===== src/qtm_defs.vh =====
`ifndef QTM_DEFS_VH
`define QTM_DEFS_VH

// Register indices; the byte address on the bus is four times the index.
`define QTM_IDX_CMP0 16'hffd0
`define QTM_IDX_CMP1 16'hffd1
`define QTM_IDX_CMP2 16'hffd2
`define QTM_IDX_CMP3 16'hffd3
`define QTM_IDX_CLK_SEL 16'hffd8
`define QTM_IDX_FLOP_CTRL 16'hffd9
`define QTM_IDX_PAIR_MODE 16'hffda
`define QTM_IDX_RUN 16'hffdb
`define QTM_IDX_STATUS 16'hffdc
`define QTM_IDX_COUNTS 16'hffdd

// Reset values.
`define QTM_RST_CLK_SEL 8'h00
`define QTM_RST_PAIR_MODE 8'h00
`define QTM_RST_RUN 8'h00
`define QTM_RST_CMP 8'h00
`define QTM_RST_TOGGLE 2'h0

// Field positions.
`define QTM_RUN_PRESCALER_BIT 5
`define QTM_LO_MODE_MSB 3
`define QTM_LO_MODE_LSB 2
`define QTM_HI_MODE_MSB 7
`define QTM_HI_MODE_LSB 6
`define QTM_LO_PWM_MSB 1
`define QTM_LO_PWM_LSB 0
`define QTM_HI_PWM_MSB 5
`define QTM_HI_PWM_LSB 4
`define QTM_LO_SRC_BIT 0
`define QTM_LO_EN_BIT 1
`define QTM_LO_SOFT_MSB 3
`define QTM_LO_SOFT_LSB 2
`define QTM_HI_SRC_BIT 4
`define QTM_HI_EN_BIT 5
`define QTM_HI_SOFT_MSB 7
`define QTM_HI_SOFT_LSB 6

// Pair modes.
`define QTM_MODE_DUAL8 2'h0
`define QTM_MODE_CASC16 2'h1
`define QTM_MODE_PULSE 2'h2
`define QTM_MODE_PWM 2'h3

// Clock select codes.
`define QTM_CSEL_MATCH 2'h0
`define QTM_CSEL_FAST 2'h1
`define QTM_CSEL_MID 2'h2
`define QTM_CSEL_SLOW 2'h3

// Software flop commands.
`define QTM_SOFT_CLEAR 2'h0
`define QTM_SOFT_SET 2'h1
`define QTM_SOFT_INVERT 2'h2
`define QTM_SOFT_NONE 2'h3

// PWM periods in counts.
`define QTM_PWM_P6 8'h3f
`define QTM_PWM_P7 8'h7f
`define QTM_PWM_P8 8'hff

// Timing: source clocks per prescaler step, and the tap periods in source clocks.
`define QTM_SRC_PER_STEP 4
`define QTM_TAP_FAST_SRC 8
`define QTM_TAP_MID_SRC 128
`define QTM_TAP_SLOW_SRC 2048

`endif


===== src/qtm_timer.v =====
`timescale 1ns/10ps
`include "qtm_defs.vh"

// One 8-bit up-counter with its comparator; the compare value comes in on cmp from the top level.
module qtm_timer (
	input wire pclk,
	input wire presetn,
	input wire ce,
	input wire run,
	input wire tick,
	input wire clr,
	input wire [7:0] cmp,
	output reg [7:0] cnt_q,
	output wire eq,
	output wire hit,
	output wire ovf
);
	wire [7:0] nxt;

	// A compare value of zero matches when the counter wraps from ff to 00.
	assign nxt = tick ? cnt_q + 8'h01 : cnt_q;
	assign eq = (nxt == cmp);
	assign hit = run & tick & eq;
	assign ovf = run & tick & (cnt_q == 8'hff); // A stopped timer must not carry into its partner either.

	// Stopped counters are held at zero; a clear beats the increment.
	always @(posedge pclk or negedge presetn) begin
		if (!presetn) begin
			cnt_q <= 8'h00;
		end else if (ce) begin
			if (!run || clr) begin
				cnt_q <= 8'h00;
			end else if (tick) begin
				cnt_q <= nxt;
			end
		end
	end
endmodule


===== src/qtm_top.v =====
`timescale 1ns/10ps
`include "qtm_defs.vh"

// Summary of operation
// - A 9-bit prescaler steps at a quarter of the source clock, shared by all timers.
// - Prescaler taps pulse every 8, 128 and 2048 source clocks.
// - Run register bit five lets the prescaler count; zero holds it cleared; reset zero.
// - Each of four timers has an 8-bit up-counter stepping on its chosen clock.
// - First timer of a pair: select 01, 10, 11 picks fast, middle, slow tap.
// - Cascaded mode: second timer counts first timer overflows, ignoring its select.
// - Otherwise second timer select 00 takes first match, 01..11 the three taps.
// - Pair mode field: dual 8-bit, cascaded 16-bit, pulse, PWM; reset gives dual.
// - PWM cycle field sets 63, 127 or 255 counts, only in PWM mode.
// - Run register counts, stops or clears each counter; reset clears and stops all.
// - One output flop per timer pair, two in all, under flop control register.
// - Toggle source: in dual mode 0 first timer, 1 second timer; else keep 1.
// - Toggle enable lets a match invert the pair flop when one.
// - Write-only soft field: 00 clear, 01 set, 10 invert, 11 none; reads 11.
// - Upper pair flop uses upper nibble: source bit 4, enable 5, soft 7:6.
// - A match clears the counter, pulses the interrupt and may invert the flop.
// - Compare value zero matches on counter overflow rather than at zero.
// - Cascaded: low byte first disarms compare until high byte; both must match.

module qtm_top #(
	parameter ADDR_W = 18
) (
	input wire pclk,
	input wire presetn,
	input wire ce,
	input wire psel,
	input wire penable,
	input wire pwrite,
	input wire [ADDR_W-1:0] paddr,
	input wire [31:0] pwdata,
	output reg [31:0] prdata_q,
	output reg pready_q,
	output reg pslverr_q,
	output reg lower_pair_output_flop,
	output reg upper_pair_output_flop,
	output reg [3:0] timer_match_interrupt
);
	// Worked out as integers first, then cut to the divider widths on purpose.
	localparam integer STEP_LAST_I = `QTM_SRC_PER_STEP - 1;
	localparam integer FAST_MASK_I = (`QTM_TAP_FAST_SRC / `QTM_SRC_PER_STEP) - 1;
	localparam integer MID_MASK_I = (`QTM_TAP_MID_SRC / `QTM_SRC_PER_STEP) - 1;
	localparam integer SLOW_MASK_I = (`QTM_TAP_SLOW_SRC / `QTM_SRC_PER_STEP) - 1;
	localparam [1:0] STEP_LAST = STEP_LAST_I[1:0];
	localparam [8:0] FAST_MASK = FAST_MASK_I[8:0];
	localparam [8:0] MID_MASK = MID_MASK_I[8:0];
	localparam [8:0] SLOW_MASK = SLOW_MASK_I[8:0];

	reg [7:0] timer_clock_select;
	reg [7:0] timer_pair_mode;
	reg [7:0] timer_run_register;
	reg [1:0] lower_toggle_ctl;
	reg [1:0] upper_toggle_ctl;
	reg [7:0] cmp_q [0:3];
	reg [1:0] armed_q;
	reg [1:0] step_q;
	reg [8:0] pre_q;

	wire access;
	wire wr_now;
	wire [15:0] idx;
	wire prescaler_run_bit;
	wire step;
	wire tap_fast;
	wire tap_mid;
	wire tap_slow;
	wire [1:0] lower_pair_mode_field;
	wire [1:0] upper_pair_mode_field;
	wire [1:0] lower_pwm_cycle_field;
	wire [1:0] upper_pwm_cycle_field;
	wire [7:0] cnt [0:3];
	wire [3:0] eq;
	wire [3:0] hit;
	wire [3:0] ovf;
	wire [3:0] tick;
	wire [3:0] clr;
	wire [3:0] match;
	wire [1:0] pair_match;
	wire [1:0] toggle;

	// Pick a prescaler tap from a select code; code 00 means no tap.
	function tap_pick;
		input [1:0] sel;
		input fast;
		input mid;
		input slow;
		begin
			case (sel)
				`QTM_CSEL_FAST: tap_pick = fast;
				`QTM_CSEL_MID: tap_pick = mid;
				`QTM_CSEL_SLOW: tap_pick = slow;
				default: tap_pick = 1'b0;
			endcase
		end
	endfunction

	// PWM period in counts for a cycle field; 00 leaves the full range.
	function [7:0] pwm_period;
		input [1:0] fld;
		begin
			case (fld)
				2'h1: pwm_period = `QTM_PWM_P6;
				2'h2: pwm_period = `QTM_PWM_P7;
				default: pwm_period = `QTM_PWM_P8;
			endcase
		end
	endfunction

	// Apply a software command to the current flop value.
	function soft_apply;
		input [1:0] cmd;
		input cur;
		begin
			case (cmd)
				`QTM_SOFT_CLEAR: soft_apply = 1'b0;
				`QTM_SOFT_SET: soft_apply = 1'b1;
				`QTM_SOFT_INVERT: soft_apply = ~cur;
				default: soft_apply = cur;
			endcase
		end
	endfunction

	// A write lands on the edge where the access phase sees pready high.
	assign access = psel & penable;
	assign wr_now = access & pready_q & pwrite;
	assign idx = paddr[17:2];

	assign prescaler_run_bit = timer_run_register[`QTM_RUN_PRESCALER_BIT];
	assign lower_pair_mode_field = timer_pair_mode[`QTM_LO_MODE_MSB:`QTM_LO_MODE_LSB];
	assign upper_pair_mode_field = timer_pair_mode[`QTM_HI_MODE_MSB:`QTM_HI_MODE_LSB];
	assign lower_pwm_cycle_field = timer_pair_mode[`QTM_LO_PWM_MSB:`QTM_LO_PWM_LSB];
	assign upper_pwm_cycle_field = timer_pair_mode[`QTM_HI_PWM_MSB:`QTM_HI_PWM_LSB];

	// Quarter-rate step divider; pclk stands in for the source clock.
	always @(posedge pclk or negedge presetn) begin
		if (!presetn) begin
			step_q <= 2'h0;
		end else if (ce) begin
			if (!prescaler_run_bit) begin
				step_q <= 2'h0;
			end else begin
				step_q <= step_q + 2'h1;
			end
		end
	end
	assign step = prescaler_run_bit & (step_q == STEP_LAST);

	// The prescaler is held at zero while stopped, so taps restart in phase.
	always @(posedge pclk or negedge presetn) begin
		if (!presetn) begin
			pre_q <= 9'h000;
		end else if (ce) begin
			if (!prescaler_run_bit) begin
				pre_q <= 9'h000;
			end else if (step) begin
				pre_q <= pre_q + 9'h001;
			end
		end
	end

	// Each tap fires once per full cycle of its low prescaler bits.
	assign tap_fast = step & ((pre_q & FAST_MASK) == FAST_MASK);
	assign tap_mid = step & ((pre_q & MID_MASK) == MID_MASK);
	assign tap_slow = step & ((pre_q & SLOW_MASK) == SLOW_MASK);

	// Counter clocks; in cascaded mode the second timer takes first-timer overflows and its select is ignored.
	assign tick[0] = tap_pick(timer_clock_select[1:0], tap_fast, tap_mid, tap_slow);
	assign tick[2] = tap_pick(timer_clock_select[5:4], tap_fast, tap_mid, tap_slow);
	assign tick[1] = (lower_pair_mode_field == `QTM_MODE_CASC16) ? ovf[0] :
		(timer_clock_select[3:2] == `QTM_CSEL_MATCH) ? match[0] :
		tap_pick(timer_clock_select[3:2], tap_fast, tap_mid, tap_slow);
	assign tick[3] = (upper_pair_mode_field == `QTM_MODE_CASC16) ? ovf[2] :
		(timer_clock_select[7:6] == `QTM_CSEL_MATCH) ? match[2] :
		tap_pick(timer_clock_select[7:6], tap_fast, tap_mid, tap_slow);

	// Pair-level match logic, shared by both pairs through a generate loop.
	genvar p;
	generate
		for (p = 0; p < 2; p = p + 1) begin : g_pair
			wire [1:0] mode;
			wire [1:0] pwm;
			wire casc;
			wire pwm_wrap;
			assign mode = (p == 0) ? lower_pair_mode_field : upper_pair_mode_field;
			assign pwm = (p == 0) ? lower_pwm_cycle_field : upper_pwm_cycle_field;
			assign casc = (mode == `QTM_MODE_CASC16);
			// In PWM mode the second counter wraps at the chosen period.
			assign pwm_wrap = (mode == `QTM_MODE_PWM) & tick[2*p+1] & (cnt[2*p+1] == pwm_period(pwm));
			// Cascaded match needs both halves equal and the compare re-armed.
			assign pair_match[p] = casc & armed_q[p] & hit[2*p] & eq[2*p+1];
			assign match[2*p] = ~casc & hit[2*p];
			assign match[2*p+1] = casc ? pair_match[p] : hit[2*p+1];
			assign clr[2*p] = casc ? pair_match[p] : hit[2*p];
			assign clr[2*p+1] = casc ? pair_match[p] : (hit[2*p+1] | pwm_wrap);
		end
	endgenerate

	// Four identical timers; the run register bits 0 to 3 gate each one.
	genvar t;
	generate
		for (t = 0; t < 4; t = t + 1) begin : g_tmr
			qtm_timer u_timer (
				.pclk(pclk),
				.presetn(presetn),
				.ce(ce),
				.run(timer_run_register[t]),
				.tick(tick[t]),
				.clr(clr[t]),
				.cmp(cmp_q[t]),
				.cnt_q(cnt[t]),
				.eq(eq[t]),
				.hit(hit[t]),
				.ovf(ovf[t])
			);
		end
	endgenerate

	// Hardware toggle selection: dual mode honours the source bit, other modes use the second timer.
	assign toggle[0] = lower_toggle_ctl[1] & ((lower_pair_mode_field != `QTM_MODE_DUAL8 || lower_toggle_ctl[0]) ?
		match[1] : match[0]);
	assign toggle[1] = upper_toggle_ctl[1] & ((upper_pair_mode_field != `QTM_MODE_DUAL8 || upper_toggle_ctl[0]) ?
		match[3] : match[2]);

	// Register writes; the compare arming flag is set by high byte, cleared by low byte.
	always @(posedge pclk or negedge presetn) begin
		if (!presetn) begin
			timer_clock_select <= `QTM_RST_CLK_SEL;
			timer_pair_mode <= `QTM_RST_PAIR_MODE;
			timer_run_register <= `QTM_RST_RUN;
			lower_toggle_ctl <= `QTM_RST_TOGGLE;
			upper_toggle_ctl <= `QTM_RST_TOGGLE;
			cmp_q[0] <= `QTM_RST_CMP;
			cmp_q[1] <= `QTM_RST_CMP;
			cmp_q[2] <= `QTM_RST_CMP;
			cmp_q[3] <= `QTM_RST_CMP;
			armed_q <= 2'h3;
		end else if (ce && wr_now) begin
			case (idx)
				`QTM_IDX_CLK_SEL: timer_clock_select <= pwdata[7:0];
				`QTM_IDX_PAIR_MODE: timer_pair_mode <= pwdata[7:0];
				`QTM_IDX_RUN: timer_run_register <= {2'h0, pwdata[5], 1'b0, pwdata[3:0]};
				`QTM_IDX_FLOP_CTRL: begin
					lower_toggle_ctl <= pwdata[`QTM_LO_EN_BIT:`QTM_LO_SRC_BIT];
					upper_toggle_ctl <= pwdata[`QTM_HI_EN_BIT:`QTM_HI_SRC_BIT];
				end
				`QTM_IDX_CMP0: begin
					cmp_q[0] <= pwdata[7:0];
					armed_q[0] <= 1'b0;
				end
				`QTM_IDX_CMP1: begin
					cmp_q[1] <= pwdata[7:0];
					armed_q[0] <= 1'b1;
				end
				`QTM_IDX_CMP2: begin
					cmp_q[2] <= pwdata[7:0];
					armed_q[1] <= 1'b0;
				end
				`QTM_IDX_CMP3: begin
					cmp_q[3] <= pwdata[7:0];
					armed_q[1] <= 1'b1;
				end
				default: armed_q <= armed_q;
			endcase
		end
	end

	// Output flops; a software command on the same edge acts on the hardware-toggled value, so only clear and set override it.
	always @(posedge pclk or negedge presetn) begin
		if (!presetn) begin
			lower_pair_output_flop <= 1'b0;
			upper_pair_output_flop <= 1'b0;
		end else if (ce) begin
			if (wr_now && idx == `QTM_IDX_FLOP_CTRL) begin
				lower_pair_output_flop <= soft_apply(pwdata[`QTM_LO_SOFT_MSB:`QTM_LO_SOFT_LSB],
					lower_pair_output_flop ^ toggle[0]);
				upper_pair_output_flop <= soft_apply(pwdata[`QTM_HI_SOFT_MSB:`QTM_HI_SOFT_LSB],
					upper_pair_output_flop ^ toggle[1]);
			end else begin
				lower_pair_output_flop <= lower_pair_output_flop ^ toggle[0];
				upper_pair_output_flop <= upper_pair_output_flop ^ toggle[1];
			end
		end
	end

	// Match interrupt pulses, one cycle each, registered so they leave from a flop.
	always @(posedge pclk or negedge presetn) begin
		if (!presetn) begin
			timer_match_interrupt <= 4'h0;
		end else if (ce) begin
			timer_match_interrupt <= match;
		end
	end

	// Bus answer: one wait state so read data and pready both come from flops.
	always @(posedge pclk or negedge presetn) begin
		if (!presetn) begin
			pready_q <= 1'b0;
			pslverr_q <= 1'b0;
			prdata_q <= 32'h00000000;
		end else if (ce) begin
			pready_q <= access & ~pready_q;
			pslverr_q <= 1'b0;
			prdata_q <= 32'h00000000;
			if (access && !pready_q) begin
				case (idx)
					`QTM_IDX_CLK_SEL: prdata_q <= {24'h000000, timer_clock_select};
					`QTM_IDX_PAIR_MODE: prdata_q <= {24'h000000, timer_pair_mode};
					`QTM_IDX_RUN: prdata_q <= {24'h000000, timer_run_register};
					`QTM_IDX_FLOP_CTRL: prdata_q <= {24'h000000, `QTM_SOFT_NONE, upper_toggle_ctl,
						`QTM_SOFT_NONE, lower_toggle_ctl};
					`QTM_IDX_CMP0: prdata_q <= {24'h000000, cmp_q[0]};
					`QTM_IDX_CMP1: prdata_q <= {24'h000000, cmp_q[1]};
					`QTM_IDX_CMP2: prdata_q <= {24'h000000, cmp_q[2]};
					`QTM_IDX_CMP3: prdata_q <= {24'h000000, cmp_q[3]};
					`QTM_IDX_STATUS: prdata_q <= {28'h0000000, armed_q, upper_pair_output_flop,
						lower_pair_output_flop};
					`QTM_IDX_COUNTS: prdata_q <= {cnt[3], cnt[2], cnt[1], cnt[0]};
					default: pslverr_q <= 1'b1;
				endcase
			end
		end
	end
endmodule


===== config.mk =====
export PLATFORM = sky130hd
export DESIGN_NAME = qtm_top
export DESIGN_NICKNAME = d
export VERILOG_FILES = /design/src/qtm_timer.v /design/src/qtm_top.v
export VERILOG_INCLUDE_DIRS = /design/src
export SDC_FILE = /design/constraint.sdc
export NUM_CORES = 1
export LEC_CHECK = 0
export ABC_AREA = 1
export BUFFER_PORTS_ARGS = -buffer_cell sky130_fd_sc_hd__buf_2
export CORE_ASPECT_RATIO = 0.7
export CORE_MARGIN = 10
export CORE_UTILIZATION = 34
export CTS_CLUSTER_DIAMETER = 200
export DETAILED_ROUTE_END_ITERATION = 8
export PLACE_DENSITY_LB_ADDON = 0.15
export SYNTH_ARGS = -nofsm -noshare
export SYNTH_HDL_FRONTEND = slang
export SYNTH_SLANG_ARGS = --single-unit
export TNS_END_PERCENT = 1

===== constraint.sdc =====
create_clock -name pclk -period 4.9 [get_ports pclk]
set_input_delay 0.49 -clock pclk [delete_from_list [all_inputs] [get_ports pclk]]
set_output_delay 0.49 -clock pclk [all_outputs]
set_load 0.02 [all_outputs]

After elaboration in Yosys (flattened, before gate mapping). Index checks and enable logic that the tools add are counted. Widths: inputs -> output; s select.

Register bits: 142. Output and inout bits: 40. Logic and storage cells: 201. Input bits: 56.

Add/sub/neg operators: 6. Equality and inequality tests: 46. Reduce and logical (&&, ||, !) cells: 42. Bitwise operators: 41. Mux-type cells: 43.

Operator list (number): $pmux 32 s10 (1); $eq 16x16->1 const B (10); $mux 8 (12); $eq 8x8->1 (6); $add 8x1->8 const B (4); $and 1x1->1 (32); $mux 32 (1); $pmux 8 s2 (2); $eq 2x2->1 const B (15); $reduce_and 2->1 (15); $eq 2x1->1 const B (10); $mux 9 (2); $pmux 1 s3 (6); $eq 8x8->1 const B (2); $mux 1 (16); $reduce_bool 2->1 (8); $reduce_or 10->1 (1); $add 9x1->9 const B (1); $eq 9x9->1 const B (1); $logic_not 2->1 (4); $logic_or 1x1->1 (6); $eq 5x5->1 const B (1); $logic_not 1->1 (5); $not 1->1 (5); other kinds (7) (12).

Depth between registers and ports, before layout.
Depth in word-level cells: 20. Gate-level depth with buffers: 37. Mapped depth without buffers: 37.

By module. A second synthesis with hierarchy kept.

Cells, all modules: 1235. Area, all modules: 8954.8 um^2.

Modules (own cells, without submodules): qtm_top (sequential area each 2755.1 um^2, area each 6102.1 um^2, times used 1, cells each 767); qtm_timer (sequential area each 200.2 um^2, area each 713.2 um^2, times used 4, cells each 117).

Worst setup path before layout. OpenSTA, ideal clock, no wires.

Path kind: reg-to-reg. Start point: register pre_q[0]. End point: register g_tmr[3].u_timer.cnt_q[6]. Data arrival time: 3.465 ns. Stages on the path, launching flop included: 35. Data required time: 4.808 ns. Clock period less this slack: 3.556 ns. Path buffers: 2. Setup slack: 1.344 ns. Setup time: 0.092 ns. Cells stage by stage: dfrtp_1 -> ha_1 -> inv_1 -> nor2_1 -> nand3_1 -> nor3_1 -> ha_1 -> inv_1 -> nor2_1 -> nand2_1 -> nand3_2 -> buf_6 -> nor2_1 -> o21ai_0 -> nand3_1 -> nor2_1 -> nand2_1 -> nand2_2 -> nand2_4 -> nand2_4 -> nand2_1 -> nand2_1 -> nand2_1 -> nand2_1 -> nand3_1 -> nor2_1 -> nand3_1 -> nand2_1 -> nand2_1 -> inv_2 -> nor2_1 -> nand2_1 -> nand2_2 -> buf_6 -> o31ai_2.

Cells in the longest elaborated chain, start to end: 17. Elaborated cells between the ends (all ways): 30. Classes of those cells: eq/ne (4); mux (9); bitwise (14); reduce/logical (3).

RTL lines: start, declared (line qtm_top.v:60) `reg [8:0] pre_q;`; start signal, assigned (line qtm_top.v:159) `pre_q <= pre_q + 9'h001;`; $eq 9x9->1 / $eq 5x5->1 (equally long branches) (line qtm_top.v:167, qtm_top.v:166); $and 1x1->1, on equally long branches (line qtm_top.v:167, qtm_top.v:166); $pmux 1 s3 (line qtm_top.v:91) `case (sel)`; $mux 8 (line qtm_timer.v:21) `assign nxt = tick ? cnt_q + 8'h01 : cnt_q;`; $eq 8x8->1 (line qtm_timer.v:22) `assign eq = (nxt == cmp);`; $and 1x1->1 (line qtm_timer.v:23) `assign hit = run & tick & eq;`; $and 1x1->1 (line qtm_top.v:194) `assign match[2*p] = ~casc & hit[2*p];`; $mux 1 (line qtm_top.v:176) `` (timer_clock_select[7:6] == `QTM_CSEL_MATCH) ? match[2] : ``; $mux 1 (line qtm_top.v:175) `` assign tick[3] = (upper_pair_mode_field == `QTM_MODE_CASC16) ? ovf[2] : ``; $mux 8 (line qtm_timer.v:21); $eq 8x8->1 (line qtm_timer.v:22); $and 1x1->1 (line qtm_timer.v:23); $or 1x1->1 (line qtm_top.v:197) `assign clr[2*p+1] = casc ? pair_match[p] : (hit[2*p+1] | pwm_wrap);`; $mux 1 (line qtm_top.v:197); $logic_or 1x1->1 (line qtm_timer.v:31) `if (!run || clr) begin`; $reduce_bool 2->1 (no line); $reduce_and 2->1 (no line); end signal, assigned (line qtm_timer.v:34) `cnt_q <= nxt;`; end, declared (line qtm_timer.v:13) `output reg [7:0] cnt_q,`.

Several ways; a longest one is shown, not always the timed one. The select of a mux whose other input is x is not followed. A chain may end at the register's enable or synchronous reset.

Final worst setup path.
Start point: register pre_q[0]. End point: register lower_pair_output_flop.

Cells in the longest elaborated chain, start to end: 19. Elaborated cells between the ends (all ways): 28. Classes of those cells: eq/ne (4); mux (10); bitwise (14).

RTL lines: $eq 9x9->1 / $eq 5x5->1 (equally long branches) (line qtm_top.v:167, qtm_top.v:166); $and 1x1->1, on equally long branches (line qtm_top.v:167, qtm_top.v:166); $pmux 1 s3 (line qtm_top.v:91); $mux 8 (line qtm_timer.v:21); $eq 8x8->1 (line qtm_timer.v:22); $and 1x1->1 (line qtm_timer.v:23); $and 1x1->1 (line qtm_top.v:194); $mux 1 (line qtm_top.v:173) `` (timer_clock_select[3:2] == `QTM_CSEL_MATCH) ? match[0] : ``; [3 not listed]; $and 1x1->1, on equally long branches (line qtm_timer.v:23, qtm_top.v:193); $mux 1 (line qtm_top.v:195) `assign match[2*p+1] = casc ? pair_match[p] : hit[2*p+1];`; $mux 1 * (line qtm_top.v:222) `` assign toggle[0] = lower_toggle_ctl[1] & ((lower_pair_mode_field != `QTM_MODE_DUAL8 || lower_toggle_ctl[0]) ? ``; $and 1x1->1 * (line qtm_top.v:222); $xor 1x1->1 * (line qtm_top.v:278, qtm_top.v:282); $not 1->1 (line qtm_top.v:120) `` `QTM_SOFT_INVERT: soft_apply = ~cur; ``; $pmux 1 s3 (line qtm_top.v:117) `case (cmd)`; $mux 1 * (line qtm_top.v:276) `` if (wr_now && idx == `QTM_IDX_FLOP_CTRL) begin ``; end signal, assigned (line qtm_top.v:277) `` lower_pair_output_flop <= soft_apply(pwdata[`QTM_LO_SOFT_MSB:`QTM_LO_SOFT_LSB], ``; end signal, assigned (line qtm_top.v:282) `lower_pair_output_flop <= lower_pair_output_flop ^ toggle[0];`; end, declared (line qtm_top.v:38) `output reg lower_pair_output_flop,`.

Every way passes the cells marked *; elsewhere a longest branch is shown, timed or not.

==> results.cfg <==
[floorplan]
die_y_microns = 151
die-area_sq_um = 31400
core_area_sq_um = 23900
die-width_microns = 207
rows = 47
start_util_pct = 35.0
ios = 96

[synthesis]
muxShareOfSynthArea_pct = 0
synth_cells = 1155
async_flop_share_pct = 100
syn-num-nets = 1221
synth_xor_area_share_pct = 1.99
syn_area_sq_um = 8370
synth-seq-area-share_pct = 42.5
synthSimpleGateAreaFrac_pct = 30.6
synth_flop_cell = dfrtp_1
synth_top_family_by_area = simple AND/OR/NAND/NOR gates
synth_warnings = 0
synth-seq-cells = 142
synth_edf_count = 0
synth.distinct_cells = 44
synthAdderAreaFrac_pct = 1.50
synth_compound_area_share_pct = 14.6
synth.avg_cell_area_sq_um = 7.24

[worst_setup_path]
crit_required_ns = 5.22
path_common_cell = nand2_1
rr_worst_depth = 32
critPathArrivalTime_ns = 4.80
worstSetupPathType = reg -> reg
slowest_delay_ns = 0.41
crit_slowest_cell = nor2_2
end_kind = flip-flop
startpoint_type = flip-flop
crit_path_max_fanout = 10

[cells_and_area]
diodes = 0
final_util_pct = 40.8
drive_above_1_share_pct = 11.9
area_growth_pct = 16.8
nNetsFinal = 1301

[clock_tree]
cts_tree = done
ctsResizeCount = 0
cts_sinks = 142
path_clk_slew_ns = 0.06
cts_buffers = 17
hold_buffers = 0
cts_buffer_depth = 2
clock-root-buffer = clkbuf_16
cts_htree_levels = 4
cts_setup_buffers = 0
insertion_delay_ns = 0.43

[timing]
worst_pin_slew_ns = 1.06
relSlewSlack_pct = 27.6
setup_viol = 0
layout_min_cycle_time_ns = 4.48
fin_crit_sh_pct = 91.4
finalSetupTns_ns = 0
hold_violations = 0
skew_ns = 0.00778
fmax_mhz = 223
grt_setup_unrepaired = no
drv_slew = 0

[placement]
portBuffers = 69
hpwlAfterDp_mm = 21.4
gp_congestion = 0.984

[detailed_routing]
avgViaCountPerCell = 5.10
drc = 0
ant_nets = 0
detail_route.wl_per_cell_microns = 18.0
num_vias = 7988
route.final.wire_length_mm = 28.2
first_pass_iters = 6
drtIter0Drc = 712

[grt]
grtUsageTotal_pct = 17.9
grt_max_degree = 63
grt-ovfl-total = 0
first_global_vias = 7552
grt_antenna_before_repair = 1
grt_pass1_wl_mm = 43.9

[min_path]
holdCritPathClass = in -> async

[flow_run]
cap_violations = 0

[pwr]
p_leak_nw = 4.50
peakVddDrop_mv = 0.244
powerDensity_nw_per_um2 = 275
power_w = 0.00269

[outcome]
status = completed
## stage by stage
step / hold slack, ns / instance area [sq um] / cells / worst slack (ns)
after detailed placement: 0.461 / 9100 / 1534 / 0.301
after global placement: 0.454 / 9100 / 1534 / 0.386
final: 0.0412 / 9770 / 1566 / 0.424
after floorplan: 0.194 / 8370 / 1155 / 1.34
after global routing: 0.0797 / 9770 / 1566 / 0.00307
after CTS: 0.0594 / 9730 / 1566 / 0.292
## state kept, by name (all words and copies together) (netlist names)
name / flops
cmp_q: 32
g_tmr.u_timer.cnt_q: 32
prdata_q: 32
pre_q: 9
timer_clock_select: 8
timer_pair_mode: 8
timer_run_register: 5
timer_match_interrupt: 4
armed_q: 2
lower_toggle_ctl: 2
step_q: 2
upper_toggle_ctl: 2
lower_pair_output_flop: 1
pready_q: 1
pslverr_q: 1
upper_pair_output_flop: 1
## cells by family after synthesis
| family | Yosys count |
|---|---|
| compound gates | 198 |
| xor+xnor | 19 |
| fa+ha+maj | 10 |
| buf+inv | 187 |
| flops | 142 |
| simple gates | 599 |
## cells in the mapped netlist (all sizes together), types with 2 or more instances
| library cell | count | share of area [%] |
|---|---|---|
| inv | 165 | 7.4 |
| nand4 | 12 | 0.90 |
| nand2 | 364 | 17 |
| o211ai | 2 | 0.18 |
| dfstp | 2 | 0.63 |
| nand3b | 3 | 0.27 |
| dfrtp | 140 | 42 |
| o311ai | 2 | 0.21 |
| a32o | 7 | 0.84 |
| a22oi | 3 | 0.27 |
| xnor2 | 5 | 0.52 |
| nor2 | 76 | 3.6 |
| buf | 8 | 0.78 |
| o31ai | 21 | 2.0 |
| nand3 | 111 | 6.8 |
| nor3 | 22 | 1.3 |
| a21oi | 12 | 0.72 |
| nor4 | 8 | 0.60 |
| o41ai | 3 | 0.31 |
| xor2 | 14 | 1.5 |
| nor3b | 3 | 0.27 |
| o2111ai | 3 | 0.31 |
| o21ai | 113 | 6.8 |
| clkbuf | 14 | 0.63 |
| a221oi | 11 | 1.2 |
| ha | 10 | 1.5 |
| a31oi | 2 | 0.15 |
| o22ai | 13 | 0.97 |
## critical path: cells and delay by family (launching register included)
kind | cells | cell delay, ns
AOI/OAI and AO/OA | 1 | 0.16
adders and majority gates | 2 | 0.41
buffers and inverters | 1 | 0.07
DFF | 1 | 0.38
and+or+nand+nor | 28 | 3.32
## path summary, 6_finish.rpt
kind	start	to	slack, ns
min in group pclk	penable	prdata_q[1]	0.39
max	pre_q[0]	lower_pair_output_flop	0.42
min reg2reg	prdata_q[26]	prdata_q[26]	0.47
min	presetn	prdata_q[19]	0.04
max reg2reg	pre_q[0]	lower_pair_output_flop	0.42
max in group asynchronous	presetn	lower_toggle_ctl[0]	3.77
## power breakdown
part           switching [W]  total, W  internal, W
Sequential        0.00000595   0.00119      0.00118
Combinational      0.0000919  0.000119    0.0000267
Clock               0.000522   0.00138     0.000861
## final cells by class
type                       count  area (sq um)
fill                        2519         14200
multi-input combinational    826          4110
inverter                     165           619
timing repair buffer          83           457
tap                          318           398
clock buffer                  25           536
sequential                   142          3560
clock inverter                 7          96.3
## layer usage
layer	vias up	track usage, %	share of wire, %
met3	34	5.74	8.5
met2	267	24.8	39
li1	3980	-	-
met4	2	5.17	1.4
met1	3705	25.7	51
met5	-	0	0.060
## placed cells by master (no fill, tap or decap), drive strengths merged, types with 5 or more instances in the layout
cell type  count
xor2          14
ha            10
xnor2          5
buf           83
nand4         12
nand3        111
o21ai        113
nor3          22
a21oi         12
dfrtp        140
a32o           7
nand2        364
a221oi        11
inv          167
clkbuf        25
o22ai         13
nor4           8
nor2          76
o31ai         21
No activity file was read; power rests on OpenSTA's default activity.
